## src/hw/gp_pkg.sv

```systemverilog
package gp_pkg;

    localparam int GP_PINS  = 8;
    localparam int GP_PORTS = 4;

    // Data registers, present in every page
    localparam logic [7:0] GP_PORT0_DATA = 8'h80;
    localparam logic [7:0] GP_PORT1_DATA = 8'h90;
    localparam logic [7:0] GP_PORT2_DATA = 8'hA0;
    localparam logic [7:0] GP_PORT3_DATA = 8'hB0;

    // Mode select registers
    localparam logic [7:0] GP_PORT0_MSA  = 8'hB1;
    localparam logic [7:0] GP_PORT0_MSB  = 8'hB2;
    localparam logic [7:0] GP_PORT1_MSA  = 8'hB3;
    localparam logic [7:0] GP_PORT1_MSB  = 8'hB4;
    localparam logic [7:0] GP_PORT3_MSA  = 8'hC2;
    localparam logic [7:0] GP_PORT3_MSB  = 8'hC3;

    // Input type select registers, page 1 only
    localparam logic [7:0] GP_PORT0_ITS  = 8'hD1;
    localparam logic [7:0] GP_PORT1_ITS  = 8'hD2;
    localparam logic [7:0] GP_PORT3_ITS  = 8'hD3;
    localparam logic       GP_ITS_PAGE   = 1'b1;

    localparam logic [7:0] GP_RST_DATA01 = 8'hFF;
    localparam logic [7:0] GP_RST_DATA23 = 8'h01;
    localparam logic [7:0] GP_RST_MSA01  = 8'hFF;
    localparam logic [7:0] GP_RST_MSA3   = 8'h01;
    localparam logic [7:0] GP_RST_MSB    = 8'h00;
    localparam logic [7:0] GP_RST_ITS    = 8'h00;

    // Mode codes {select_a, select_b}
    localparam logic [1:0] GP_MODE_QUASI = 2'h0;
    localparam logic [1:0] GP_MODE_PUSH  = 2'h1;
    localparam logic [1:0] GP_MODE_INPUT = 2'h2;
    localparam logic [1:0] GP_MODE_OPEN  = 2'h3;

    // Strong pull-up length in CPU clocks
    localparam logic [1:0] GP_STRONG_CYC = 2'h2;

    typedef struct packed {
        logic       page;
        logic [7:0] addr;
        logic [7:0] wdata;
        logic       wr;
        logic       rd;
        logic       bit_op;
        logic [2:0] bit_sel;
        logic       rmw;
    } gp_bus_req_t;

    typedef struct packed {
        logic out;
        logic oe;
        logic pu;
        logic schmitt;
    } gp_pin_drv_t;

endpackage

```

## src/hw/gp_port.sv

```systemverilog
// Summary of operation
// - Open-drain: no pull-ups; drive low only while latch holds 0.
// - Open-drain with latch 1 behaves as input-only, no drive.
// - Input-only: high impedance, no driver, no pull-up.
// - Data register read returns pin state; write loads output latch.
// - Data registers accept single-bit writes.
// - Port 0 and 1 data reset to all ones, in every page.
// - Port 2 and 3 data reset to 0x01, in every page.
// - Port 2 bit 0 input-only when fuse is 0; reads 0 otherwise.
// - Port 3 bit 0 is GPIO only with internal oscillator selected.
// - As oscillator input, port 3 bit 0 ignores writes, reads 0.
// - Mode bits a,b: 00 quasi, 01 push-pull, 10 input, 11 open-drain.
// - Each pin's mode is independent of every other pin.
// - After reset ports 0 to 2 and port 3 bit 0 are input-only; port 3 bits 1 to 7 are quasi.
// - Per-pin bit selects TTL or Schmitt input buffer.
// - Port 0 offers eight GPIO bits, one per data bit.
// - Quasi: very weak pull-up on latch 1; strong for two clocks on rise.
// - Push-pull: strong high while latch 1, low as quasi while 0.
// - Read-modify-write reads the output latch, not the pin.
//
// Our own choice: the strobed register port.
module gp_port
    import gp_pkg::*;
(
    input  wire logic                        i_clk,
    input  wire logic                        i_rst,
    input  wire gp_bus_req_t                 i_bus,
    output logic        [7:0]                o_rdata,
    input  wire logic                        i_fuse_rpd,
    input  wire logic                        i_int_osc_sel,
    input  wire logic   [GP_PORTS-1:0][7:0]  i_pin,
    output gp_pin_drv_t [GP_PORTS-1:0][7:0]  o_drv
);

    logic [GP_PORTS-1:0][7:0] latch;
    logic [GP_PORTS-1:0][7:0] next_latch;
    logic [2:0][7:0]          msa;
    logic [2:0][7:0]          next_msa;
    logic [2:0][7:0]          msb;
    logic [2:0][7:0]          next_msb;
    logic [2:0][7:0]          its;
    logic [2:0][7:0]          next_its;
    logic [7:0]               next_rdata;
    logic [GP_PORTS-1:0][7:0] pin_s1;
    logic [GP_PORTS-1:0][7:0] pin_s2;
    logic [GP_PORTS-1:0][7:0] pin_rd;

    // Pin synchroniser
    always_ff @(posedge i_clk or posedge i_rst) begin
        if (i_rst) begin
            pin_s1 <= '0;
            pin_s2 <= '0;
        end else begin
            pin_s1 <= i_pin;
            pin_s2 <= pin_s1;
        end
    end

    // Pin view with special pins gated
    always_comb begin
        pin_rd = pin_s2;
        if (i_fuse_rpd) begin
            pin_rd[2][0] = 1'b0;
        end
        if (!i_int_osc_sel) begin
            pin_rd[3][0] = 1'b0;
        end
    end

    function automatic logic [1:0] data_port(input logic [7:0] a);
        unique case (a)
            GP_PORT0_DATA: data_port = 2'h0;
            GP_PORT1_DATA: data_port = 2'h1;
            GP_PORT2_DATA: data_port = 2'h2;
            default:       data_port = 2'h3;
        endcase
    endfunction

    function automatic logic is_data(input logic [7:0] a);
        is_data = (a == GP_PORT0_DATA) || (a == GP_PORT1_DATA) ||
                  (a == GP_PORT2_DATA) || (a == GP_PORT3_DATA);
    endfunction

    // Register writes and read data
    always_comb begin
        logic [1:0] p;
        logic [7:0] lat3;
        logic [7:0] val;
        p          = data_port(i_bus.addr);
        lat3       = latch[3];
        val        = 8'h00;
        next_latch = latch;
        next_msa   = msa;
        next_msb   = msb;
        next_its   = its;
        next_rdata = 8'h00;
        if (i_bus.wr) begin
            if (is_data(i_bus.addr)) begin
                if (i_bus.bit_op) begin
                    next_latch[p][i_bus.bit_sel] = i_bus.wdata[0];
                end else begin
                    next_latch[p] = i_bus.wdata;
                end
            end else begin
                unique case (i_bus.addr)
                    GP_PORT0_MSA: next_msa[0] = i_bus.wdata;
                    GP_PORT0_MSB: next_msb[0] = i_bus.wdata;
                    GP_PORT1_MSA: next_msa[1] = i_bus.wdata;
                    GP_PORT1_MSB: next_msb[1] = i_bus.wdata;
                    GP_PORT3_MSA: next_msa[2] = i_bus.wdata;
                    GP_PORT3_MSB: next_msb[2] = i_bus.wdata;
                    default: begin
                        if (i_bus.page == GP_ITS_PAGE) begin
                            if (i_bus.addr == GP_PORT0_ITS) begin
                                next_its[0] = i_bus.wdata;
                            end
                            if (i_bus.addr == GP_PORT1_ITS) begin
                                next_its[1] = i_bus.wdata;
                            end
                            if (i_bus.addr == GP_PORT3_ITS) begin
                                next_its[2] = i_bus.wdata;
                            end
                        end
                    end
                endcase
            end
            if (!i_int_osc_sel) begin
                next_latch[3][0] = lat3[0];
            end
        end
        if (i_bus.rd) begin
            if (is_data(i_bus.addr)) begin
                if (i_bus.rmw) begin
                    val = latch[p];
                end else begin
                    val = pin_rd[p];
                end
            end else begin
                unique case (i_bus.addr)
                    GP_PORT0_MSA: val = msa[0];
                    GP_PORT0_MSB: val = msb[0];
                    GP_PORT1_MSA: val = msa[1];
                    GP_PORT1_MSB: val = msb[1];
                    GP_PORT3_MSA: val = msa[2];
                    GP_PORT3_MSB: val = msb[2];
                    default: begin
                        if (i_bus.page == GP_ITS_PAGE) begin
                            if (i_bus.addr == GP_PORT0_ITS) begin
                                val = its[0];
                            end
                            if (i_bus.addr == GP_PORT1_ITS) begin
                                val = its[1];
                            end
                            if (i_bus.addr == GP_PORT3_ITS) begin
                                val = its[2];
                            end
                        end
                    end
                endcase
            end
            next_rdata = val;
        end
    end

    always_ff @(posedge i_clk or posedge i_rst) begin
        if (i_rst) begin
            latch[0] <= GP_RST_DATA01;
            latch[1] <= GP_RST_DATA01;
            latch[2] <= GP_RST_DATA23;
            latch[3] <= GP_RST_DATA23;
            msa[0]   <= GP_RST_MSA01;
            msa[1]   <= GP_RST_MSA01;
            msa[2]   <= GP_RST_MSA3;
            msb      <= {3{GP_RST_MSB}};
            its      <= {3{GP_RST_ITS}};
            o_rdata  <= 8'h00;
        end else begin
            latch    <= next_latch;
            msa      <= next_msa;
            msb      <= next_msb;
            its      <= next_its;
            o_rdata  <= next_rdata;
        end
    end

    // Per-pin driver; port 2 has no mode registers and stays input-only
    for (genvar gp = 0; gp < GP_PORTS; gp++) begin : g_port
        localparam int IX = (gp == 3) ? 2 : ((gp == 2) ? 0 : gp);
        for (genvar gb = 0; gb < GP_PINS; gb++) begin : g_pin
            logic [1:0] cnt;
            logic [1:0] next_cnt;
            logic [1:0] mode;
            logic       gated;
            logic       lat;

            assign lat   = latch[gp][gb];
            assign gated = (gp == 2) || ((gp == 3) && (gb == 0) && !i_int_osc_sel);

            always_comb begin
                if (gp == 2) begin
                    mode = GP_MODE_INPUT;
                end else begin
                    mode = {msa[IX][gb], msb[IX][gb]};
                end
            end

            // Strong pull-up window after a 0 to 1 latch change
            always_comb begin
                if (!lat && next_latch[gp][gb]) begin
                    next_cnt = GP_STRONG_CYC;
                end else if (cnt != 2'h0) begin
                    next_cnt = cnt - 2'h1;
                end else begin
                    next_cnt = 2'h0;
                end
            end

            always_ff @(posedge i_clk or posedge i_rst) begin
                if (i_rst) begin
                    cnt <= 2'h0;
                end else begin
                    cnt <= next_cnt;
                end
            end

            always_comb begin
                o_drv[gp][gb].out     = 1'b0;
                o_drv[gp][gb].oe      = 1'b0;
                o_drv[gp][gb].pu      = 1'b0;
                o_drv[gp][gb].schmitt = (gp == 2) ? 1'b0 : its[IX][gb];
                if (!gated) begin
                    unique case (mode)
                        GP_MODE_QUASI: begin
                            o_drv[gp][gb].pu  = lat;
                            o_drv[gp][gb].oe  = !lat || (cnt != 2'h0);
                            o_drv[gp][gb].out = lat;
                        end
                        GP_MODE_PUSH: begin
                            o_drv[gp][gb].oe  = 1'b1;
                            o_drv[gp][gb].out = lat;
                        end
                        GP_MODE_INPUT: begin
                            o_drv[gp][gb].oe  = 1'b0;
                        end
                        GP_MODE_OPEN: begin
                            o_drv[gp][gb].oe  = !lat;
                        end
                    endcase
                end
            end
        end
    end

endmodule

```

## config.mk

```make
export PLATFORM = sky130hd
export DESIGN_NAME = gp_port
export DESIGN_NICKNAME = d
export VERILOG_FILES = /design/src/hw/gp_pkg.sv /design/src/hw/gp_port.sv
export SDC_FILE = /design/constraint.sdc
export NUM_CORES = 1
export LEC_CHECK = 0
export ABC_AREA = 1
export BUFFER_PORTS_ARGS = -buffer_cell sky130_fd_sc_hd__buf_2
export CORE_MARGIN = 2
export CORE_UTILIZATION = 30
export DETAILED_ROUTE_END_ITERATION = 10
export GPL_TIMING_DRIVEN = 1
export HOLD_SLACK_MARGIN = 0.15
export MAX_ROUTING_LAYER = met4
export PLACE_DENSITY = 0.54
export SLEW_MARGIN = 20
export SYNTH_ARGS = -nofsm -noshare
export SYNTH_HDL_FRONTEND = slang
export SYNTH_SLANG_ARGS = --single-unit
```

## constraint.sdc

```tcl
create_clock -name i_clk -period 9.75 [get_ports i_clk]
set_input_delay 1.95 -clock i_clk [delete_from_list [all_inputs] [get_ports i_clk]]
set_output_delay 1.95 -clock i_clk [all_outputs]
set_load 0.01 [all_outputs]
```

# ---- After elaboration in Yosys (flattened, before gate mapping)
# Index checks and enable logic that the tools add are counted.
dict set report op_classes {
  add_sub_neg 24
  mul 0
  div 0
  magnitude_cmp 4
  n_eq_ne 85
  n_shift 0
  muxes 148
  bitwise_logic 2
  reduce_logical 160
}
# op count
set ops {}
lappend ops {{$eq 8x8->1 const B} 13}
lappend ops {{$eq 2x2->1 const B} 48}
lappend ops {{$mux 2} 48}
lappend ops {{$mux 32} 3}
lappend ops {{$pmux 1 s4} 24}
lappend ops {{$mux 8} 11}
lappend ops {{$bwmux 32} 2}
lappend ops {{$mux 1} 52}
lappend ops {{$eq 2x1->1 const B} 24}
lappend ops {{$logic_not 2->1} 24}
lappend ops {{$pmux 8 s6} 1}
lappend ops {{$reduce_bool 2->1} 24}
lappend ops {{$reduce_or 2->1} 24}
lappend ops {{$sub 2x1->2 const B} 24}
lappend ops {{$bmux 8 s2} 2}
lappend ops {{$demux 8 s2} 2}
lappend ops {{$logic_or 1x1->1} 27}
lappend ops {{$logic_and 1x1->1} 26}
lappend ops {{$logic_not 1->1} 24}
lappend ops {{$reduce_and 3->1} 6}
lappend ops {{$reduce_and 5->1} 3}
lappend ops {{$pmux 2 s3} 1}
lappend ops {{$reduce_or 6->1} 1}
lappend ops {{$lt 3x4->1 const B} 1}
lappend ops {{other kinds (7)} 8}
dict set report word_totals {
  ff_bits 224
  latch_bits 0
  ram_bits 0
  romBits 0
  input_bits 60
  output_inout_bits 136
  elab_cells 469
  mem_count 0
}

# ---- Logic depth before layout (Yosys ltp)
# Gate-level depths: netlist (run 1).
dict set report logic_depth {
  word_depth 13
  depth_mapped 12
  depth_no_buf 11
}

# ---- Worst setup path before layout (run 1)
# Ideal clock, no wire load.
dict set report synth_path {
  kind {input-to-output}
  from {input i_int_osc_sel}
  to {output o_drv[97] (netlist name)}
  arrival_time_ns 2.342
  t_required_ns 7.800
  path_slack_ns 5.458
  path_stages 2
  n_path_buf 0
  path_cell_list {inv_1 nor4_1}
}
# element line
set synth_lines {}
lappend synth_lines {{start, declared} gp_port.sv:30} ;# input wire logic i_int_osc_sel,
lappend synth_lines {{end, declared} gp_port.sv:32} ;# output gp_pin_drv_t [GP_PORTS-1:0][7:0] o_drv

==> impl_metrics.prom, run 1 <==
# TYPE chip_impl_metric gauge
chip_impl_info{name="run_status",value="completed"} 1
chip_impl_metric{name="area_delta_synth_final",unit="%"} 19.1
chip_impl_info{name="clock_tree_root",value="clkbuf_16"} 1
chip_impl_metric{name="stdcell_area",unit="sq um"} 12500
chip_impl_metric{name="cts-buffers-inserted",unit=""} 26
chip_impl_metric{name="num_io_pins",unit=""} 196
chip_impl_metric{name="p_leak",unit="nW"} 6.32
chip_impl_metric{name="syn-mean-instance-area",unit="sq um"} 8.23
chip_impl_info{name="crit_chain",value="buf_2 > inv_1 > nor4_1 > buf_2"} 1
chip_impl_metric{name="timing.fmax",unit="MHz"} 218
chip_impl_metric{name="period_minus_slack",unit="ps"} 4580
chip_impl_metric{name="crit_fanout",unit=""} 3
chip_impl_metric{name="cts_resized",unit=""} 0
chip_impl_metric{name="ys_warn_count",unit=""} 0
chip_impl_info{name="synth_top_family_by_area",value="simple AND/OR/NAND/NOR gates"} 1
chip_impl_metric{name="dieArea",unit="sq um"} 36500
chip_impl_metric{name="dp_hpwl",unit="mm"} 25.2
chip_impl_metric{name="detail_route.wirelength",unit="mm"} 34.5
chip_impl_metric{name="synthXorXnorAreaFrac",unit="%"} 0
chip_impl_metric{name="drv_cap",unit=""} 0
chip_impl_metric{name="layout.core_utilization",unit="%"} 36.2
chip_impl_metric{name="dr.pass1.iters",unit=""} 5
chip_impl_metric{name="dr_total_vias",unit=""} 9317
chip_impl_metric{name="setup_tns",unit="ps"} 0
chip_impl_metric{name="ir_worst_vdd",unit="uV"} 165
chip_impl_metric{name="report.final.setup_viol",unit=""} 0
chip_impl_metric{name="worst_skew_late_latency",unit="ps"} 540
chip_impl_metric{name="grt_max_degree",unit=""} 99
chip_impl_metric{name="synth_mux_area_share",unit="%"} 0.0953
chip_impl_metric{name="cts_hold_buffers",unit=""} 0
chip_impl_metric{name="finalCritPeriodShare",unit="%"} 47.0
chip_impl_metric{name="ys_types",unit=""} 35
chip_impl_info{name="yosysTopAreaCell",value="dfrtp_1"} 1
chip_impl_metric{name="netlist_instances",unit=""} 1277
chip_impl_info{name="crit_path_frequent_cell",value="buf_2"} 1
chip_impl_metric{name="clkTransAtPathRegs",unit="ps"} 60
chip_impl_metric{name="layout.nets",unit=""} 1493
chip_impl_metric{name="critical_path.max_stage_delay",unit="ps"} 300
chip_impl_info{name="slowest_stage_cell_on_the_critical_path",value="nor4_1"} 1
chip_impl_metric{name="core_area",unit="sq um"} 34500
chip_impl_metric{name="drt-wirelength-per-cell",unit="um"} 18.1
chip_impl_metric{name="grt_overflow_total",unit=""} 0
chip_impl_metric{name="die_span_in_x",unit="um"} 191
chip_impl_metric{name="slew_headroom",unit="%"} 28.5
chip_impl_metric{name="groute.usage.overall",unit="%"} 19.3
chip_impl_metric{name="yosys.area_share.simple",unit="%"} 31.1
chip_impl_metric{name="synth_compound_gate_area_share",unit="%"} 7.00
chip_impl_info{name="worstSetupEndpointType",value="output pin"} 1
chip_impl_metric{name="post_synth_fa_ha_maj_area_fraction",unit="%"} 0
chip_impl_metric{name="skew",unit="ps"} 22.2
chip_impl_metric{name="synthDominantCellAreaShare",unit="%"} 45.0
chip_impl_metric{name="grt_pass1_wl",unit="mm"} 52.0
chip_impl_metric{name="critical_path_required",unit="ps"} 7800
chip_impl_metric{name="antenna_found_initial",unit=""} 3
chip_impl_metric{name="htree_num_levels",unit=""} 1
chip_impl_metric{name="timing_worst_slew_pin_value",unit="ps"} 1070
chip_impl_metric{name="synth-seq-cells",unit=""} 224
chip_impl_info{name="clock_tree_from_tritoncts",value="built"} 1
chip_impl_metric{name="drv_slew",unit=""} 0
chip_impl_metric{name="synth_sequential_area_ratio",unit="%"} 53.8
chip_impl_metric{name="timing.final.hold_violations",unit=""} 0
chip_impl_metric{name="clk_path_buf_depth",unit=""} 3
chip_impl_metric{name="buffer_ports.inserted",unit=""} 163
chip_impl_info{name="hold_path.class",value="register to register"} 1
chip_impl_metric{name="drc_errors",unit=""} 0
chip_impl_metric{name="die_y",unit="um"} 191
chip_impl_metric{name="cts.repair_timing.setup_buffer_count",unit=""} 0
chip_impl_metric{name="viasPerCell",unit=""} 4.88
chip_impl_metric{name="cts.sinks",unit=""} 224
chip_impl_metric{name="synth.cell_area",unit="sq um"} 10500
chip_impl_metric{name="drive_above_1_share",unit="%"} 19.4
chip_impl_metric{name="first_global_vias",unit=""} 8658
chip_impl_metric{name="starting_density",unit="%"} 30.4
chip_impl_info{name="synth_top_cells_by_area",value="dfrtp_1 (45%), nand2_1 (13%), dfstp_2 (8.8%)"} 1
chip_impl_info{name="cp_launch_type",value="input pin"} 1
chip_impl_metric{name="drt_iter0_markers",unit=""} 711
chip_impl_info{name="rsz0062_at_grt",value="false"} 1
chip_impl_metric{name="rows",unit=""} 68
chip_impl_metric{name="power_density",unit="nW/um^2"} 180
chip_impl_metric{name="dpl-instance-area",unit="sq um"} 11600
chip_impl_metric{name="worstPathArrival",unit="ps"} 2630
chip_impl_metric{name="final_antenna_net_count",unit=""} 0
chip_impl_metric{name="routabilityCongestion",unit=""} 0.926
chip_impl_metric{name="total_power_of_the_final_layout",unit="W"} 0.00226
chip_impl_info{name="crit_type",value="input pin to output pin"} 1
-- area by class of cell --
cell class	count	area, sq um
fillers	3624	22000
flip-flops and latches	224	5650
multi-input cells	912	4130
repair buffers	165	831
clock buffers	36	738
well taps	455	569
inverters	104	400
clock inverters	11	188
diodes	3	7.51
-- report_power, final --
part / leakage [nW] / internal, W / switching (W)
combinational: 3.10 / 0.0000619 / 0.000150
clock: 0.441 / 0.000640 / 0.000409
sequential: 2.78 / 0.000970 / 0.0000257
-- through the flow --
stage               instances  hold slack (ps)  worst slack, ps
floorplan                1308              331             1720
global placement         1860              333             5050
detailed placement       1860              336             5030
CTS                      1907              346             5170
global route             1910              346             5080
finish                   1910              342             5170
-- final timing paths --
check / slack [ps] / to / from / depth (start not counted)
hold / removal: 340 / pin_rd[26] / pin_s1[26] / 0
hold reg to reg: 340 / pin_rd[26] / pin_s1[26] / 0
setup reg to reg: 8370 / o_rdata[2] / g_port[1].g_pin[2].mode[1] / 8
setup / recovery: 5170 / o_drv[97] / i_int_osc_sel / 4
min in group asynchronous: 1510 / g_port[3].g_pin[0].mode[0] / i_rst / 2
max in group asynchronous: 6990 / pin_s1[20] / i_rst / 3
-- flip-flops by register name, indices dropped and copies added, names as in the netlist, named ones only --
name and count:
pin_s2 2, g_port.g_pin.lat 24, o_drv 24, g_port.g_pin.mode 48, g_port.g_pin.cnt 48, o_rdata 8
pin_rd 30, pin_s1 32
-- cells in the final DEF, fill, tap and decap left out, drive strengths merged --
cell	instances
nand2	366
dfrtp	189
buf	165
nor2	150
nand3	132
inv	107
o21ai	91
nand4	37
clkbuf	36
dfstp	35
a21oi	33
nor3	32
conb	32
nor4	20
o22ai	5
bufinv	4
diode	3
o21bai	3
clkinvlp	3
nand3b	2
a41oi	2
o2111ai	2
and2	1
mux2i	1
a221oi	1
a31oi	1
o31ai	1
clkinv	1
-- worst max-delay path: cells and delay by family --
kind / cells / cell delay (ps)
AND/OR/NAND/NOR: 1 / 300
buffers and inverters: 3 / 380
-- logic make-up after synthesis --
group           count (synthesis)
compound gates                139
buf+inv                       172
flops                         224
mux                             1
other cells                     1
simple gates                  740
-- cells in the mapped netlist --
cell / instances
nand2_1: 355
dfrtp_1: 189
nor2_1: 135
nand3_1: 129
inv_1: 96
o21ai_0: 77
buf_4: 39
nand4_1: 37
dfstp_2: 35
a21oi_1: 33
nor3_1: 32
nor4_1: 20
buf_2: 18
o21ai_1: 13
nand2_2: 10
nor2_4: 9
clkbuf_1: 8
inv_2: 7
nor2_2: 6
o22ai_1: 5
buf_6: 3
nand3_2: 3
o21bai_1: 3
a41oi_1: 2
nand3b_1: 2
o2111ai_1: 2
a221oi_1: 1
a31oi_1: 1
and2_1: 1
conb_1: 1
inv_4: 1
mux2i_1: 1
nand2_4: 1
o21ai_2: 1
o31ai_1: 1
-- routing by layer --
| metal | vias to the layer above | track usage, % | routed length, um |
|---|---|---|---|
| li1 | 4441 | - | - |
| met1 | 4449 | 27.1 | 15600 |
| met2 | 380 | 29.5 | 15600 |
| met3 | 47 | 2.92 | 2630 |
| met4 | 0 | 3.82 | 675 |
| met5 | - | - | 0 |
No activity file was read; power rests on OpenSTA's default activity.
==> run 2, diff against run 1 <==
--- a/config.mk
+++ b/config.mk
@@ -13,7 +13,7 @@
 export GPL_TIMING_DRIVEN = 1
 export HOLD_SLACK_MARGIN = 0.15
 export MAX_ROUTING_LAYER = met4
-export PLACE_DENSITY = 0.54
+export PLACE_DENSITY = 0.56
 export SLEW_MARGIN = 20
 export SYNTH_ARGS = -nofsm -noshare
 export SYNTH_HDL_FRONTEND = slang
==> constraint.sdc (replaced) <==
create_clock -name i_clk -period 4.1 [get_ports i_clk]
set_input_delay 0.82 -clock i_clk [delete_from_list [all_inputs] [get_ports i_clk]]
set_output_delay 0.82 -clock i_clk [all_outputs]
set_load 0.01 [all_outputs]
==> impl_metrics.prom, run 2 (synthesis gave the netlist of run 1 again) <==
# TYPE chip_impl_metric gauge
chip_impl_metric{name="drt-wirelength-per-cell",unit="um"} 17.9
chip_impl_metric{name="timing.final.hold_violations",unit=""} 0
chip_impl_metric{name="cts_resized",unit=""} 0
chip_impl_metric{name="antenna_found_initial",unit=""} 0
chip_impl_metric{name="clk_path_buf_depth",unit=""} 3
chip_impl_metric{name="fin_hold_ws",unit="ps"} 346
chip_impl_metric{name="dieArea",unit="sq um"} 36500
chip_impl_info{name="crit_path_frequent_cell",value="nand2_1"} 1
chip_impl_metric{name="worst_skew_late_latency",unit="ps"} 550
chip_impl_info{name="run_status",value="completed"} 1
chip_impl_info{name="highest-signal-layer",value="met4"} 1
chip_impl_metric{name="setup_tns",unit="ps"} 0
chip_impl_info{name="crit_chain",value="buf_2 > nand2_1 > nor2_2 > nand3_1 > nor2_4 > nand2_1 > o21ai_0"} 1
chip_impl_metric{name="finalCritPeriodShare",unit="%"} 66.7
chip_impl_metric{name="final_antenna_net_count",unit=""} 0
chip_impl_metric{name="met1Wirelength",unit="mm"} 15.6
chip_impl_metric{name="cts.sinks",unit=""} 224
chip_impl_metric{name="die_y",unit="um"} 191
chip_impl_metric{name="power_density",unit="nW/um^2"} 440
chip_impl_metric{name="dp_hpwl",unit="mm"} 25.6
chip_impl_info{name="commonest_non_fill_non_tap_cell_in_the_layout",value="nand2_1"} 1
chip_impl_metric{name="timing.fmax",unit="MHz"} 366
chip_impl_metric{name="cts_hold_buffers",unit=""} 0
chip_impl_metric{name="cts.repair_timing.setup_buffer_count",unit=""} 0
chip_impl_metric{name="crit_fanout",unit=""} 20
chip_impl_metric{name="buffer_ports.inserted",unit=""} 163
chip_impl_metric{name="drv_cap",unit=""} 0
chip_impl_metric{name="worstPathArrival",unit="ps"} 3190
chip_impl_metric{name="drc_errors",unit=""} 0
chip_impl_metric{name="routabilityCongestion",unit=""} 0.887
chip_impl_metric{name="htree_num_levels",unit=""} 1
chip_impl_metric{name="dr.pass1.iters",unit=""} 5
chip_impl_metric{name="antenna_cells_inserted",unit=""} 0
chip_impl_metric{name="layout.nets",unit=""} 1499
chip_impl_metric{name="grt_overflow_total",unit=""} 0
chip_impl_metric{name="first_global_vias",unit=""} 8834
chip_impl_metric{name="die_span_in_x",unit="um"} 191
chip_impl_metric{name="critical_path_required",unit="ps"} 4550
chip_impl_metric{name="met3RoutedLength",unit="mm"} 2.22
chip_impl_metric{name="dr_total_vias",unit=""} 9322
chip_impl_metric{name="area_delta_synth_final",unit="%"} 20.3
chip_impl_info{name="clock_tree_root",value="clkbuf_16"} 1
chip_impl_metric{name="cts-buffers-inserted",unit=""} 26
chip_impl_info{name="rsz0062_at_grt",value="false"} 1
chip_impl_metric{name="report.final.setup_viol",unit=""} 0
chip_impl_metric{name="rows",unit=""} 68
chip_impl_info{name="clock_tree_from_tritoncts",value="built"} 1
chip_impl_metric{name="drv_slew",unit=""} 0
chip_impl_metric{name="skew",unit="ps"} 23.4
chip_impl_metric{name="clkTransAtPathRegs",unit="ps"} 60
chip_impl_metric{name="groute.usage.overall",unit="%"} 19.2
chip_impl_metric{name="grt_max_degree",unit=""} 69
chip_impl_metric{name="filler_cells",unit=""} 3590
chip_impl_metric{name="timing_worst_slew_pin_value",unit="ps"} 863
chip_impl_info{name="crit_type",value="input pin to register"} 1
chip_impl_info{name="cp_launch_type",value="input pin"} 1
chip_impl_metric{name="viasPerCell",unit=""} 4.87
chip_impl_metric{name="drive_above_1_share",unit="%"} 19.9
chip_impl_metric{name="core_area",unit="sq um"} 34500
chip_impl_metric{name="critical_path.max_stage_delay",unit="ps"} 550
chip_impl_info{name="worstSetupEndpointType",value="register"} 1
chip_impl_metric{name="num_io_pins",unit=""} 196
chip_impl_info{name="most-common-layout-cells",value="nand2_1 (355), dfrtp_1 (189), buf_2 (163), nor2_1 (135), nand3_1 (129)"} 1
chip_impl_info{name="slowest_stage_cell_on_the_critical_path",value="nand3_1"} 1
chip_impl_metric{name="period_minus_slack",unit="ps"} 2730
chip_impl_metric{name="slew_headroom",unit="%"} 42.3
chip_impl_info{name="hold_path.class",value="register to register"} 1
chip_impl_metric{name="starting_density",unit="%"} 30.4
chip_impl_metric{name="detail_route.wirelength",unit="mm"} 34.3
chip_impl_metric{name="p_leak",unit="nW"} 6.38
chip_impl_metric{name="drt_iter0_markers",unit=""} 680
chip_impl_metric{name="wl_met2",unit="mm"} 15.4
chip_impl_metric{name="grt_pass1_wl",unit="mm"} 52.2
chip_impl_metric{name="ir_worst_vdd",unit="uV"} 322
==> run 2: critical path: cells and delay by family <==
family	cells	cell delay, ps
buf+inv	1	410
simple gates	5	1830
compound gates	1	100
==> run 2: final cells by class <==
class | instances | area [sq um] | share of cell area (%)
flip-flops and latches | 224 | 5650 | 44.7
multi-input cells | 912 | 4130 | 32.7
repair buffers | 171 | 888 | 7.03
clock buffers | 33 | 717 | 5.67
well taps | 455 | 569 | 4.51
inverters | 104 | 397 | 3.14
clock inverters | 15 | 282 | 2.23
==> run 2: power breakdown <==
group | switching, W | leakage (nW) | internal (W)
logic | 0.000357 | 3.12 | 0.000151
clock network | 0.000987 | 0.473 | 0.00169
registers | 0.0000665 | 2.78 | 0.00231
total | 0.00141 | 6.38 | 0.00414
==> run 2: final timing paths <==
path                                            startpoint                         end  slack, ps  cells after the start
worst max-delay path                             i_bus[19]  g_port[0].g_pin[2].mode[1]       1370                      7
worst min-delay path                            pin_s1[17]                  pin_rd[17]        350                      0
worst max register to register  g_port[1].g_pin[2].mode[1]                  o_rdata[2]       2780                      8
worst min register to register                  pin_s1[17]                  pin_rd[17]        350                      0
max in group asynchronous                            i_rst  g_port[1].g_pin[4].mode[1]       2750                      3
min in group asynchronous                            i_rst   g_port[3].g_pin[0].cnt[0]        380                      2
==> run 2: metrics by stage <==
stage | instance area, sq um | utilization, % | total power (W) | instances | setup WS (ps)
finish | 12600 | 36.6 | 0.00555 | 1914 | 1370
global route | 12600 | 36.6 | 0.00576 | 1914 | 1230
CTS | 12600 | 36.6 | 0.00560 | 1914 | 1460
detailed placement | 11600 | 33.7 | 0.00292 | 1866 | 906
global placement | 11600 | 33.7 | 0.00291 | 1866 | 946
floorplan | 10600 | - | 0.00270 | 1308 | 385
==> run 2: layer usage <==
| layer | track usage [%] | vias up |
|---|---|---|
| met5 | - | - |
| met4 | 5.68 | 0 |
| met3 | 2.97 | 57 |
| met2 | 29.6 | 359 |
| met1 | 26.2 | 4457 |
| li1 | - | 4449 |
